[config.mk]
export PLATFORM = sky130hd
export DESIGN_NAME = bias_register_bank
export DESIGN_NICKNAME = d
export VERILOG_FILES = /design/src/logic/bias_bank_pkg.sv /design/src/logic/otp_store.sv /design/src/logic/bias_register_bank.sv
export VERILOG_INCLUDE_DIRS = /design/src /design/src/logic
export SDC_FILE = /design/constraint.sdc
export NUM_CORES = 1
export LEC_CHECK = 0
export BUFFER_PORTS_ARGS = -buffer_cell sky130_fd_sc_hd__buf_2
export CORE_AREA = 2 2 103 105
export DETAILED_ROUTE_END_ITERATION = 8
export DIE_AREA = 0 0 105 107
export GPL_TIMING_DRIVEN = 0
export PLACE_DENSITY_LB_ADDON = 0.12
export SLEW_MARGIN = 10
export SYNTH_ARGS = -nofsm -noshare
export SYNTH_HDL_FRONTEND = slang
export SYNTH_SLANG_ARGS = --single-unit
[constraint.sdc]
create_clock -name clk_sys -period 2.3 [get_ports clk_sys]
set_input_delay 0.23 -clock clk_sys [delete_from_list [all_inputs] [get_ports clk_sys]]
set_output_delay 0.23 -clock clk_sys [all_outputs]
set_load 0.01 [all_outputs]
[src/logic/bias_bank_defines.svh]
// Purpose: offsets, field positions, reset values and counts of the bias bank
// Assumes: included by bare name from the package and the design modules
// Notes:   every figure of the register map lives here once
`ifndef BIAS_BANK_DEFINES_SVH
`define BIAS_BANK_DEFINES_SVH

// ----------------------------------------------------------------------------
// register offsets
// ----------------------------------------------------------------------------
`define ADDR_W                5
`define OFS_SYSTEM_CONTROL    5'h00
`define OFS_CARRIER_SENSE     5'h01
`define OFS_CARRIER_DRIVER    5'h02
`define OFS_CARRIER_FINAL     5'h03
`define OFS_PEAKING_SENSE     5'h04
`define OFS_PEAKING_DRIVER    5'h05
`define OFS_PEAKING_FINAL     5'h06
`define OFS_TEMPERATURE       5'h0f
`define OFS_UNLOCK_CODE       5'h11

// ----------------------------------------------------------------------------
// system control fields
// ----------------------------------------------------------------------------
`define SYS_SOFT_RESET_BIT    6
`define SYS_REFRESH_BIT       5
`define SYS_VERSION_MSB       3

// ----------------------------------------------------------------------------
// values and counts
// ----------------------------------------------------------------------------
`define UNLOCK_PASSCODE       8'he3
`define SENSE_MASK            8'h3f
`define SENSE_RESET_VALUE     8'h20
`define BIAS_RESET_VALUE      8'h80
`define BIAS_COUNT            6
`define BIAS_LAST_INDEX       3'h5
`define CARRIER_SENSE_INDEX   3'h0
`define PEAKING_SENSE_INDEX   3'h3

`endif

[src/logic/bias_bank_pkg.sv]
// Purpose: types shared by the bias register bank
// Assumes: bias_bank_defines.svh holds the figures
// Notes:   the whole bank state is one packed struct
`include "bias_bank_defines.svh"

package bias_bank_pkg;

   typedef logic [`ADDR_W-1:0] reg_addr_t;
   typedef logic [7:0]         reg_byte_t;

   // gray along idle -> load -> capture
   typedef enum logic [1:0] {
      ST_IDLE = 2'b00,
      ST_LOAD = 2'b01,
      ST_CAPT = 2'b11
   } load_state_t;

   typedef struct packed {
      load_state_t                        state;
      logic [2:0]                         idx;
      logic [`BIAS_COUNT-1:0][7:0]        bias;
      logic                               eng_mode;
      logic                               soft_reset;
      logic                               refresh;
      reg_byte_t                          rd_data;
      logic                               rd_valid;
      reg_byte_t                          temp_s1;
      reg_byte_t                          temp_s2;
   } bank_state_t;

endpackage : bias_bank_pkg

[src/logic/otp_store.sv]
// Purpose: factory one-time-programmable store of the six bias values
// Assumes: contents fixed at build time, no write path of any kind
// Notes:   read data come out of a register one enabled edge after rd_en
`timescale 1ns/10ps
`include "bias_bank_defines.svh"

module otp_store #(
   parameter logic [`BIAS_COUNT-1:0][7:0] CONTENTS = {
      `BIAS_RESET_VALUE, `BIAS_RESET_VALUE, `SENSE_RESET_VALUE,
      `BIAS_RESET_VALUE, `BIAS_RESET_VALUE, `SENSE_RESET_VALUE}
) (
   // clock and reset
   input  wire logic       clk_sys,
   input  wire logic       reset,
   input  wire logic       clk_en,
   // read port only: the array cannot be altered from outside
   input  wire logic       rd_en,
   input  wire logic [2:0] rd_addr,
   output logic      [7:0] rd_data
);

   always_ff @(posedge clk_sys or posedge reset) begin
      if (reset) begin
         rd_data <= 8'h00;
      end else if (clk_en && rd_en) begin
         rd_data <= CONTENTS[rd_addr];
      end
   end

endmodule : otp_store

[src/logic/bias_register_bank.sv]
// Purpose: user register bank with factory bias load and override unlock
// Assumes: host port logic runs on clk_sys; temperature comes from elsewhere
// Notes:   a read answers one enabled edge later with rd_valid
//
// Summary of operation
// - after power-up or any reset the six bias registers load from the otp.
// - host writes to the bias registers count only in override mode.
// - override values are lost at reset, and the factory values come back.
// - the otp array has no write path at all.
// - nine user registers, each eight bits wide.
// - address 0 holds soft reset, otp refresh and the version field.
// - addresses 1 to 6 are read-write, otp loaded and drive the bias dacs.
// - address 15 reads back the eight-bit temperature reading.
// - writing e3 hex to write-only address 17 enters override mode.
// - a one in control bit 6 clears override mode and sets the bias registers to defaults, then reloads the otp.
// - a one in control bit 5 reloads the factory values from the otp.
// - control bits 3 to 0 show a fixed version that writes cannot change.
// - the sense registers hold six bits, the upper two read zero.
`timescale 1ns/10ps
`include "bias_bank_defines.svh"

module bias_register_bank
   import bias_bank_pkg::*;
#(
   // arbitrary neutral revision value
   parameter logic [3:0]                  VERSION      = 4'h5,
   parameter logic [`BIAS_COUNT-1:0][7:0] OTP_CONTENTS = {
      `BIAS_RESET_VALUE, `BIAS_RESET_VALUE, `SENSE_RESET_VALUE,
      `BIAS_RESET_VALUE, `BIAS_RESET_VALUE, `SENSE_RESET_VALUE}
) (
   // clock, reset, enable
   input  wire logic                  clk_sys,
   input  wire logic                  reset,
   input  wire logic                  clk_en,
   // register port from the serial control logic
   input  wire logic                  wr_en,
   input  wire logic                  rd_en,
   input  wire bias_bank_pkg::reg_addr_t addr,
   input  wire bias_bank_pkg::reg_byte_t wr_data,
   output bias_bank_pkg::reg_byte_t   rd_data,
   output logic                       rd_valid,
   // temperature sensor byte, asynchronous to clk_sys
   input  wire bias_bank_pkg::reg_byte_t temp_sense,
   // bias dac settings
   output bias_bank_pkg::reg_byte_t   carrier_sense_reference,
   output bias_bank_pkg::reg_byte_t   carrier_driver_bias,
   output bias_bank_pkg::reg_byte_t   carrier_final_bias,
   output bias_bank_pkg::reg_byte_t   peaking_sense_reference,
   output bias_bank_pkg::reg_byte_t   peaking_driver_bias,
   output bias_bank_pkg::reg_byte_t   peaking_final_bias,
   // status
   output logic                       engineering_override_mode,
   output logic                       otp_load_busy
);

   import bias_bank_pkg::*;

   // -------------------------------------------------------------------------
   // constants
   // -------------------------------------------------------------------------
   localparam logic [`BIAS_COUNT-1:0][7:0] BIAS_DEFAULTS = {
      `BIAS_RESET_VALUE, `BIAS_RESET_VALUE, `SENSE_RESET_VALUE,
      `BIAS_RESET_VALUE, `BIAS_RESET_VALUE, `SENSE_RESET_VALUE};

   // reset starts in load so the factory values arrive without host help
   localparam bank_state_t RESET_STATE = '{
      state      : ST_LOAD,
      idx        : 3'h0,
      bias       : BIAS_DEFAULTS,
      eng_mode   : 1'b0,
      soft_reset : 1'b0,
      refresh    : 1'b0,
      rd_data    : 8'h00,
      rd_valid   : 1'b0,
      temp_s1    : 8'h00,
      temp_s2    : 8'h00
   };

   // -------------------------------------------------------------------------
   // state
   // -------------------------------------------------------------------------
   bank_state_t r;
   bank_state_t n;
   reg_byte_t   otp_data;
   logic        otp_rd_en;

   // sense registers keep six bits only
   function automatic reg_byte_t fit_value(input logic [2:0] idx,
                                           input reg_byte_t  value);
      if (idx == `CARRIER_SENSE_INDEX || idx == `PEAKING_SENSE_INDEX) begin
         return value & `SENSE_MASK;
      end
      return value;
   endfunction : fit_value

   // -------------------------------------------------------------------------
   // factory store
   // -------------------------------------------------------------------------
   assign otp_rd_en = (r.state == ST_LOAD);

   otp_store #(
      .CONTENTS (OTP_CONTENTS)
   ) u_otp (
      .clk_sys (clk_sys),
      .reset   (reset),
      .clk_en  (clk_en),
      .rd_en   (otp_rd_en),
      .rd_addr (r.idx),
      .rd_data (otp_data)
   );

   // -------------------------------------------------------------------------
   // next state
   // -------------------------------------------------------------------------
   always_comb begin
      logic [2:0] widx;
      widx       = addr[2:0] - 3'h1;
      n          = r;
      n.rd_valid = 1'b0;
      // first stage feeds only the second one
      n.temp_s1  = temp_sense;
      n.temp_s2  = r.temp_s1;

      // otp copy: issue a read, then capture it one edge later
      unique case (r.state)
         ST_IDLE: begin
            n.state = ST_IDLE;
         end
         ST_LOAD: begin
            n.state = ST_CAPT;
         end
         ST_CAPT: begin
            n.bias[r.idx] = fit_value(r.idx, otp_data);
            if (r.idx == `BIAS_LAST_INDEX) begin
               n.state = ST_IDLE;
            end else begin
               n.idx   = r.idx + 3'h1;
               n.state = ST_LOAD;
            end
         end
         default: begin
            n.state = ST_LOAD;
            n.idx   = 3'h0;
         end
      endcase

      // reads: unlisted addresses answer zero
      if (rd_en) begin
         n.rd_valid = 1'b1;
         unique case (addr)
            `OFS_SYSTEM_CONTROL: begin
               n.rd_data = {1'b0, r.soft_reset, r.refresh, 1'b0,
                            VERSION};
            end
            `OFS_CARRIER_SENSE, `OFS_CARRIER_DRIVER, `OFS_CARRIER_FINAL,
            `OFS_PEAKING_SENSE, `OFS_PEAKING_DRIVER, `OFS_PEAKING_FINAL: begin
               n.rd_data = r.bias[widx];
            end
            `OFS_TEMPERATURE: begin
               n.rd_data = r.temp_s2;
            end
            default: begin
               n.rd_data = 8'h00;
            end
         endcase
      end

      // writes; the unlock location reads back zero like a reserved one
      if (wr_en) begin
         unique case (addr)
            `OFS_SYSTEM_CONTROL: begin
               n.soft_reset = wr_data[`SYS_SOFT_RESET_BIT];
               n.refresh    = wr_data[`SYS_REFRESH_BIT];
               if (wr_data[`SYS_SOFT_RESET_BIT]) begin
                  // defaults first, then the factory copy follows
                  n.bias     = BIAS_DEFAULTS;
                  n.eng_mode = 1'b0;
                  n.idx      = 3'h0;
                  n.state    = ST_LOAD;
               end else if (wr_data[`SYS_REFRESH_BIT]) begin
                  n.idx   = 3'h0;
                  n.state = ST_LOAD;
               end
            end
            `OFS_CARRIER_SENSE, `OFS_CARRIER_DRIVER, `OFS_CARRIER_FINAL,
            `OFS_PEAKING_SENSE, `OFS_PEAKING_DRIVER, `OFS_PEAKING_FINAL: begin
               // a running copy would overwrite the value, so drop it
               if (r.eng_mode && r.state == ST_IDLE) begin
                  n.bias[widx] = fit_value(widx, wr_data);
               end
            end
            `OFS_UNLOCK_CODE: begin
               if (wr_data == `UNLOCK_PASSCODE) begin
                  n.eng_mode = 1'b1;
               end
            end
            default: begin
               n.eng_mode = n.eng_mode;
            end
         endcase
      end
   end

   // -------------------------------------------------------------------------
   // register
   // -------------------------------------------------------------------------
   always_ff @(posedge clk_sys or posedge reset) begin
      if (reset) begin
         r <= RESET_STATE;
      end else if (clk_en) begin
         r <= n;
      end
   end

   // -------------------------------------------------------------------------
   // outputs, all straight from the state register
   // -------------------------------------------------------------------------
   assign rd_data                   = r.rd_data;
   assign rd_valid                  = r.rd_valid;
   assign carrier_sense_reference   = r.bias[0];
   assign carrier_driver_bias       = r.bias[1];
   assign carrier_final_bias        = r.bias[2];
   assign peaking_sense_reference   = r.bias[3];
   assign peaking_driver_bias       = r.bias[4];
   assign peaking_final_bias        = r.bias[5];
   assign engineering_override_mode = r.eng_mode;
   // load and capture both carry bit 0, so busy is a bare state flop
   assign otp_load_busy             = r.state[0];

endmodule : bias_register_bank

# After elaboration in Yosys (flattened, before gate mapping)
# Memories as Yosys holds them, arrays and structs flattened. A register that Yosys moved wholly into a read port is not among the register bits.
# Index checks and enable logic that the tools add are counted.
[word_totals]
wordCells = 93
memories = 1
output_inout_bits = 59
rom_bits = 64
in_bits = 26
ff_bits = 81
[op_classes]
n_reduce_logical = 16
addsub = 2
n_lt_le_gt_ge = 4
eq_ne = 16
mux = 39
[memory_table]
columns = ["name", "depth", "width", "read_ports", "rd_ports_with_merged_regs", "wr", "line_no", "text"]
rows = [
  ["(name not given)", 8, 8, 1, 1, 0, "otp_store.sv:26", "rd_data <= CONTENTS[rd_addr];"],
]
[ops]
columns = ["cell", "count"]
rows = [
  ["48-bit bitwise mux", 2],
  ["48-bit 2-to-1 mux", 2],
  ["48-bit one-hot mux with 2 select lines", 1],
  ["8-bit 2-to-1 mux", 11],
  ["56-bit 2-to-1 mux", 1],
  ["49-bit 2-to-1 mux", 1],
  ["8-bit demux with 3-bit select", 2],
  ["8-bit binary-select mux with 3-bit select", 1],
  ["8-bit one-hot mux with 3 select lines", 1],
  ["5-bit by 3-bit == test with 1-bit output, second input constant", 3],
  ["5-bit 2-to-1 mux", 3],
  ["5-bit by 2-bit == test with 1-bit output, second input constant", 2],
  ["1-bit 2-to-1 mux", 9],
  ["8-bit == test, second input constant", 1],
  ["3-bit by 4-bit < comparator with 1-bit output, second input constant", 2],
  ["3-bit by 2-bit == test with 1-bit output, second input constant", 2],
  ["3-bit by 1-bit >= comparator with 1-bit output, second input constant", 2],
  ["3-bit logical NOT", 2],
  ["2-bit one-hot mux with 3 select lines", 1],
  ["3-bit one-hot mux with 2 select lines", 1],
  ["6-bit OR reduction", 1],
  ["5-bit by 1-bit == test with 1-bit output, second input constant", 1],
  ["5-bit by 4-bit == test with 1-bit output, second input constant", 1],
  ["5-bit == test, second input constant", 1],
  ["other kinds (18)", 23],
]

# Longest topological paths before layout
# Gate-level depths: netlist of the first run.
[logic_depth]
word_depth = 15
mapped_depth = 10

# Hierarchy
# A second synthesis of the first run with hierarchy kept.
[hier_totals]
hier_cells = 550
area_unflattened_um2 = 5367.6
[modules_own_cells]
columns = ["mod", "n_inst", "cells_each", "area_each_um2"]
rows = [
  ["bias_register_bank", 1, 534, 5221.3],
  ["otp_store", 1, 16, 146.4],
]

# Worst setup path after synthesis of the first run
# No wires, ideal clock.
[synth_timing]
path_type = "input port to flip-flop"
from = "in addr[0]"
to = "reg r, in the netlist rd_data[0]"
cell_stages = 7
required_time_ns = 2.171
setup_slack_ns = -0.055
t_arrival_ns = 2.226
path_cell_list = "buf_2 clkinv_1 ha_1 mux2_2 mux4_2 a221oi_1 o21ai_1"
[synth_between]
elab_chain_cells = 4
word_cells_on_any_way = 13
cone_classes = "1 x add/sub; 7 x eq/ne; 3 x mux; 2 x reduce/logical"
[synth_rtl]
columns = ["item", "line_no", "text"]
rows = [
  ["start: declaration", "bias_register_bank.sv:38", "input wire bias_bank_pkg::reg_addr_t addr,"],
  ["3-bit by 1-bit subtractor with 3-bit output", "bias_register_bank.sv:117", "widx = addr[2:0] - 3'h1;"],
  ["8-bit binary-select mux with 3-bit select", "bias_register_bank.sv:157", "n.rd_data = r.bias[widx];"],
  ["8-bit 2-to-1 mux (implied by the code)", "bias_register_bank.sv:157", ""],
  ["8-bit one-hot mux with 3 select lines (*)", "bias_register_bank.sv:150", "unique case (addr)"],
  ["end signal: assignment", "bias_register_bank.sv:211", "r <= n;"],
  ["end: declaration", "bias_register_bank.sv:82", "bank_state_t r;"],
]
# Mark *: on every way between the ends. The rest lies on a longest branch, timed or not. The select of a mux whose other input is x is not followed.
# A chain may end at the register's enable or synchronous reset.

# Final worst setup path of the first run
[layout_timing]
from = "reg r[80] (netlist bit)"
to = "reg r, in the netlist carrier_sense_reference[5]"
[layout_between]
elab_chain_cells = 6
word_cells_on_any_way = 9
cone_classes = "1 x eq/ne; 6 x mux; 2 x reduce/logical"
[layout_rtl]
columns = ["item", "line_no", "text"]
rows = [
  ["2-bit == test", "bias_register_bank.sv:125", "unique case (r.state)"],
  ["48-bit 2-to-1 mux", "bias_register_bank.sv:125", ""],
  ["48-bit bitwise mux", "bias_register_bank.sv:189", "n.bias[widx] = fit_value(widx, wr_data);"],
  ["48-bit 2-to-1 mux", "bias_register_bank.sv:188", "if (r.eng_mode && r.state == ST_IDLE) begin"],
  ["48-bit one-hot mux with 2 select lines", "bias_register_bank.sv:170", "unique case (addr)"],
  ["56-bit 2-to-1 mux (*)", "bias_register_bank.sv:169", "if (wr_en) begin"],
]
# Marked as above.

==> results of run 1 <==
[stage by stage]
stage / area [um2] / setup WS [ns] / hold slack (ns) / TNS (ns) / util, %
floorplan: 5130 / 0.0892 / 0.353 / 0 / -
global placement: 5710 / -0.622 / 0.463 / -21.01 / 56.6
detailed placement: 5750 / -0.716 / 0.259 / -22.61 / 57.0
CTS: 5980 / 0.000205 / 0.0764 / 0 / 59.3
global route: 6040 / -0.0367 / 0.0735 / -0.158 / 59.9
finish: 6040 / 0.0899 / 0.0856 / 0 / 59.9
[path summary, 6_finish.rpt]
kind | cells after the start | slack, ns | start | endpoint
worst max-delay path | 7 | 0.09 | r[80] | carrier_sense_reference[5]
worst min-delay path | 2 | 0.09 | temp_sense[2] | n[2]
worst max register to register | 7 | 0.09 | r[80] | carrier_sense_reference[5]
worst min register to register | 1 | 0.49 | rd_valid | rd_valid
max in group asynchronous | 4 | 1.30 | reset | peaking_sense_reference[5]
min in group asynchronous | 3 | 0.40 | reset | peaking_final_bias[0]
[timing repair]
action,CTS,global route
endpoints found under the setup margin,28,38
setup buffers,0,4
gates resized for setup,5,10
endpoints found under the hold margin,15,0
pin swaps,0,3
hold buffers,1,0
[layout make-up]
type	instances	area share, %
tap	136	2.82
timing repair buffer	89	8.12
buffer	80	9.22
clock buffer	10	2.28
inverter	24	1.64
clock inverter	6	1.20
multi-input combinational	324	40.2
sequential	83	34.5
[cell families after synthesis]
group / share of synthesized area (%)
AOI/OAI and AO/OA: 21.8
xor gates and xnor gates: 0.489
adders and majority gates: 2.20
buffers and inverters: 12.4
DFF: 40.7
muxes: 8.30
and+or+nand+nor: 14.2
[cells in the mapped netlist, types with 3 or more instances]
library cell / count / area, um2
sky130_fd_sc_hd__a211oi_1: 7 / 52.6
sky130_fd_sc_hd__a21o_1: 3 / 22.5
sky130_fd_sc_hd__a21oi_1: 20 / 100
sky130_fd_sc_hd__a221o_1: 4 / 40.0
sky130_fd_sc_hd__a221oi_1: 7 / 61.3
sky130_fd_sc_hd__a22o_1: 10 / 87.6
sky130_fd_sc_hd__a22oi_1: 4 / 30.0
sky130_fd_sc_hd__buf_2: 8 / 40.0
sky130_fd_sc_hd__buf_4: 56 / 420
sky130_fd_sc_hd__buf_6: 3 / 33.8
sky130_fd_sc_hd__clkbuf_1: 11 / 41.3
sky130_fd_sc_hd__dfrtp_1: 76 / 1900
sky130_fd_sc_hd__dfstp_2: 7 / 184
sky130_fd_sc_hd__ha_1: 9 / 113
sky130_fd_sc_hd__inv_1: 23 / 86.3
sky130_fd_sc_hd__mux2_2: 22 / 248
sky130_fd_sc_hd__mux2i_1: 11 / 110
sky130_fd_sc_hd__mux4_2: 3 / 67.6
sky130_fd_sc_hd__nand2_1: 46 / 173
sky130_fd_sc_hd__nand2b_1: 3 / 18.8
sky130_fd_sc_hd__nand3_1: 21 / 105
sky130_fd_sc_hd__nand4_1: 5 / 31.3
sky130_fd_sc_hd__nor2_1: 26 / 97.6
sky130_fd_sc_hd__nor2b_1: 6 / 37.5
sky130_fd_sc_hd__nor3_1: 4 / 20.0
sky130_fd_sc_hd__nor3_2: 4 / 40.0
sky130_fd_sc_hd__o211ai_1: 8 / 60.1
sky130_fd_sc_hd__o21a_1: 4 / 30.0
sky130_fd_sc_hd__o21ai_0: 11 / 55.1
sky130_fd_sc_hd__o21ai_1: 6 / 30.0
sky130_fd_sc_hd__o221ai_1: 13 / 114
sky130_fd_sc_hd__o22ai_1: 3 / 18.8
sky130_fd_sc_hd__o2bb2ai_1: 15 / 131
sky130_fd_sc_hd__o31ai_1: 5 / 37.5
[registers in the layout (all words and copies together), names as in the netlist, 2 cells and up]
signal / cells
peaking_driver_bias: 8
n: 8
u_otp.rd_data: 2
carrier_sense_reference: 8
peaking_final_bias: 8
rd_data: 8
carrier_driver_bias: 8
peaking_sense_reference: 8
carrier_final_bias: 8
r: 14
[power by group through the flow]
stage | Sequential (mW) | Combinational (mW) | Clock (mW)
after floorplan | 1.99 | 1.26 | 0
after global placement | 2.10 | 1.68 | 0
after detailed placement | 2.11 | 1.73 | 0
after CTS | 2.08 | 1.74 | 1.14
after global routing | 2.12 | 1.94 | 1.20
final | 2.09 | 1.76 | 1.11
[metal layers]
layer / track usage, % / vias up / wire length [um]
met5: 0 / - / 0
met4: 11.8 / 0 / 464
li1: - / 2022 / -
met2: 42.9 / 212 / 6780
met3: 3.89 / 40 / 1050
met1: 38.8 / 2132 / 6640
==> results.toml, run 1 <==
[worst_setup_path]
cp_data_required_time_ns = 2.60
timing.critical_path.arrival_ns = 2.51
end_kind = "flip-flop"
timing.critical_path.buf_inv = 2
timing.critical_path.from_type = "flip-flop"
timing.setup.critical_path_class = "reg -> reg"
timing.critical_path.cells = "clkbuf_1, nor3b_2, nand3_1, nor4_4, buf_4, nor2b_1, o21ai_1"
cp_slowest_cell = "sky130_fd_sc_hd__nor3b_2"
timing.critical_path.max_delay_family = "simple AND/OR/NAND/NOR gates"
largest_fanout_of_any_net_on_the_critical_path = 9
crit_path_max_incr_delay_ns = 0.45

[clock_network]
clock_tree.buffer_depth = 2
clk_latency_ns = 0.37
cts_tree = "done"
numCtsBuffers = 9
clkSinkCount = 83
clk_pin_slew_worst_paths_ns = 0.09
cts-htree-levels = 3
cts-root-buf = "sky130_fd_sc_hd__clkbuf_8"

[die]
die_h_um = 107
floorplan.initialDensity_pct = 50.8
row_count = 37
boundaryPins = 85
floorplan.core_area_um2 = 10100
die_width_um = 105
dieArea_um2 = 11200

[final_layout]
layoutNonFillerInstCount = 752
n_fill_cell = 881
multi_input_comb_area_um2 = 2430
area_growth_syn_to_layout_pct = 18.0
nets = 646
layout-drive-gt1-share_pct = 38.3
layout.area.seq_um2 = 2090
commonest_non_fill_non_tap_cell_in_the_layout = "sky130_fd_sc_hd__buf_2"
antenna_cells_inserted = 0
most-common-layout-cells = "sky130_fd_sc_hd__buf_2, sky130_fd_sc_hd__dfrtp_1, sky130_fd_sc_hd__buf_4"

[min_path]
timing.hold.worst.class = "in -> reg"

[power]
pwr-share-clk_pct = 22.4
combinationalPowerShare_pct = 35.4
power.ir.vdd_worst_v = 0.000582
cellInternalPower_mw = 3.15
power.density_cell_area_nw_per_um2 = 822
sw_frac_of_total_pct = 36.6
leak_pwr_nw = 2.85
design_power_total_mw = 4.97
sequential_fraction_of_design_power_pct = 42.1
total_switching_power_mw = 1.82

[timing]
final_period_minus_worst_setup_slack_ns = 2.21
worstMarginPinSlew_ns = 0.743
timing.max_slew.rel_slack_pct = 50.4
final-setup-viol-count = 0
final-max-slew-violation-count = 0
clock-skew-final_ns = 0.00956
fmax_ghz = 0.452
share_of_the_cycle_needed_by_the_critical_path_after_routing_pct = 96.1
grt_setup_unrepaired = "yes"
hold_viol_final = 0

[yosys]
yosys_register_bits = 83
mappedNetlistArea_um2 = 5120
synth_area_per_cell_um2 = 10.0
syn_nets = 546
dominantRegCellSynth = "sky130_fd_sc_hd__dfrtp_1"
synthDistinctLibCells = 71
async_flop_share_pct = 100
netlist_instances = 511
synth_enable_flop_cells = 0
synth-seq-area-share_pct = 40.7
synthesis_warning_total = 0

[place]
place.port_buffers = 82
place_congestion = 0.883
placed_cells = 731
hpwl_um = 11500

[route]
post_drt_via_cell_ratio = 5.86
wl_um = 14900
route.detailed.drc = 0
drt_iter0_drc = 274
route.vias.total = 4406
firstDrtPassIters = 5
drt.antenna.violating_nets = 0
avgRoutedWirePerCell_um = 19.8

[global_routing]
grtUsageTotal_pct = 27.6
via_count_of_the_first_global_routing_pass = 4321
grt_pass1_wl_um = 23800
grt_max_degree = 40
globalRoute.totalOverflow = 0
grt_antenna_before_repair = 0

[run_status]
run_status = "finished clean"

[job]
maximum_capacitance_violations = 0
Power figures use the tool's default switching activity.
==> run 2: changes to the inputs <==
--- a/config.mk
+++ b/config.mk
@@ -12,6 +12,7 @@
 export DIE_AREA = 0 0 105 107
 export GPL_TIMING_DRIVEN = 0
 export PLACE_DENSITY_LB_ADDON = 0.12
+export REMOVE_ABC_BUFFERS = 1
 export SLEW_MARGIN = 10
 export SYNTH_ARGS = -nofsm -noshare
 export SYNTH_HDL_FRONTEND = slang
==> run 2 against run 1 <==
Net effect: die area is the same; combinational power fell by 14%; hold slack improved by 0.0018 ns; largest cell class unchanged; critical path type is now in -> reg.
==> results.toml, run 2 (synthesized netlist as in run 1, its figures left out) <==
[global_routing]
grt_pass1_wl_um = 23000
grt_max_degree = 50
via_count_of_the_first_global_routing_pass = 4062
globalRoute.totalOverflow = 0
grt_antenna_before_repair = 0
grtUsageTotal_pct = 27.2

[timing]
clock-skew-final_ns = 0.0132
worstMarginPinSlew_ns = 1.20
share_of_the_cycle_needed_by_the_critical_path_after_routing_pct = 95.6
timing.setup.tns_ns = 0
fmax_ghz = 0.455
final-setup-viol-count = 0
final_period_minus_worst_setup_slack_ns = 2.20
final-max-slew-violation-count = 0
hold_viol_final = 0
timing.max_slew.rel_slack_pct = 20.3

[clock_network]
clk_latency_ns = 0.37
numCtsBuffers = 9
clock_tree.buffer_depth = 2
clkSinkCount = 83
cts-root-buf = "sky130_fd_sc_hd__clkbuf_8"
cts_tree = "done"
clk_pin_slew_worst_paths_ns = 0.08
cts-htree-levels = 3

[worst_setup_path]
crit_path_max_incr_delay_ns = 0.45
reg2reg_setup_slack_ns = 0.11
timing.critical_path.cells = "buf_4, clkinv_4, ha_4, inv_1, nor3_2, a21o_1, o211ai_2, a221o_1"
timing.critical_path.depth = 8
timing.setup.critical_path_class = "in -> reg"
cp_data_required_time_ns = 2.55
timing.critical_path.from_type = "input port"
cp_slowest_cell = "sky130_fd_sc_hd__ha_4"
timing.critical_path.max_delay_family = "compound AO/OA/AOI/OAI gates"
ff2ff_path_depth = 6
largest_fanout_of_any_net_on_the_critical_path = 21
timing.critical_path.buf_inv = 3
timing.critical_path.arrival_ns = 2.45
end_kind = "flip-flop"

[power]
design_power_total_mw = 4.52
power.density_cell_area_nw_per_um2 = 814
leak_pwr_nw = 2.53
power.ir.vdd_worst_v = 0.000711

[die]
row_count = 37
boundaryPins = 85
floorplan.initialDensity_pct = 50.8
die_h_um = 107
dieArea_um2 = 11200
floorplan.core_area_um2 = 10100
die_width_um = 105

[final_layout]
nets = 574
largest_register_ffs = 14
layoutNonFillerInstCount = 679
layout-drive-gt1-share_pct = 33.0
antenna_cells_inserted = 0
most-common-layout-cells = "sky130_fd_sc_hd__buf_2, sky130_fd_sc_hd__dfrtp_1, sky130_fd_sc_hd__nand2_1"
regMostFlops = "r"
layout.cell_area.non_filler_um2 = 5560
area_growth_syn_to_layout_pct = 8.45
fraction_of_the_core_area_covered_by_cells_at_the_end_of_the_flow_pct = 55.0
commonest_non_fill_non_tap_cell_in_the_layout = "sky130_fd_sc_hd__buf_2"

[place]
place_congestion = 0.861
placed_cells = 652
place.port_buffers = 84
placed_cell_area_um2 = 5200
hpwl_um = 10100

[route]
route.detailed.drc = 0
drt.antenna.violating_nets = 0
post_drt_via_cell_ratio = 6.22
avgRoutedWirePerCell_um = 21.9
firstDrtPassIters = 5
wl_um = 14900
route.vias.total = 4225
drt_iter0_drc = 274

[job]
maximum_capacitance_violations = 0

[min_path]
timing.hold.worst.class = "in -> reg"
min_delay_path_depth = 2

[run_status]
run_status = "finished clean"
==> run 2: metrics by stage <==
stage               worst slack [ns]  hold slack (ns)
global route                -0.00887           0.0934
global placement               -1.79            0.463
finish                         0.101           0.0874
CTS                           0.0339           0.0798
detailed placement             -1.74            0.305
floorplan                     -0.199            0.339
==> run 2: worst paths after layout <==
check | start | endpoint
worst max-delay path | addr[0] | peaking_final_bias[5]
worst min register to register | rd_data[4] | rd_data[4]
max in group asynchronous | reset | carrier_sense_reference[5]
min in group asynchronous | reset | r[4]
worst min-delay path | temp_sense[5] | n[5]
worst max register to register | r[80] | carrier_sense_reference[5]
==> run 2: area by class of cell <==
cell class,instances,area (um2)
inverter,24,97.6
tap,136,170
timing repair buffer,96,552
multi-input combinational,325,2490
fill,944,4540
sequential,83,2090
clock buffer,9,124
clock inverter,6,33.8
==> run 2: worst register-to-register path: cells and delay by family (launching register included) <==
kind | cells | cell delay (ns)
AND/OR/NAND/NOR | 4 | 1.34
AO/OA/AOI/OAI | 1 | 0.09
buffers and inverters | 1 | 0.20
flip-flops | 1 | 0.48
==> run 2: where the power goes <==
group	switching (mW)	internal, mW	total, mW
combinational	0.866	0.643	1.51
clock	0.549	0.378	0.928
sequential	0.310	1.78	2.08
==> run 2: routing by layer <==
metal,up-vias,track usage [%],routed length [um]
met5,-,0,0
met4,0,12.8,508
met3,36,3.89,921
met2,181,44.0,7190
met1,2118,36.0,6250
li1,1890,-,-
==> run 2: repair_timing <==
| item | in CTS | in global routing |
|---|---|---|
| hold buffers | 1 | 0 |
| setup endpoints to repair | 56 | 29 |
| setup buffers | 8 | 2 |
| cloned | 1 | 0 |
| endpoints found under the hold margin | 33 | 0 |
| gates resized for setup | 10 | 7 |
| pin swaps | 3 | 2 |
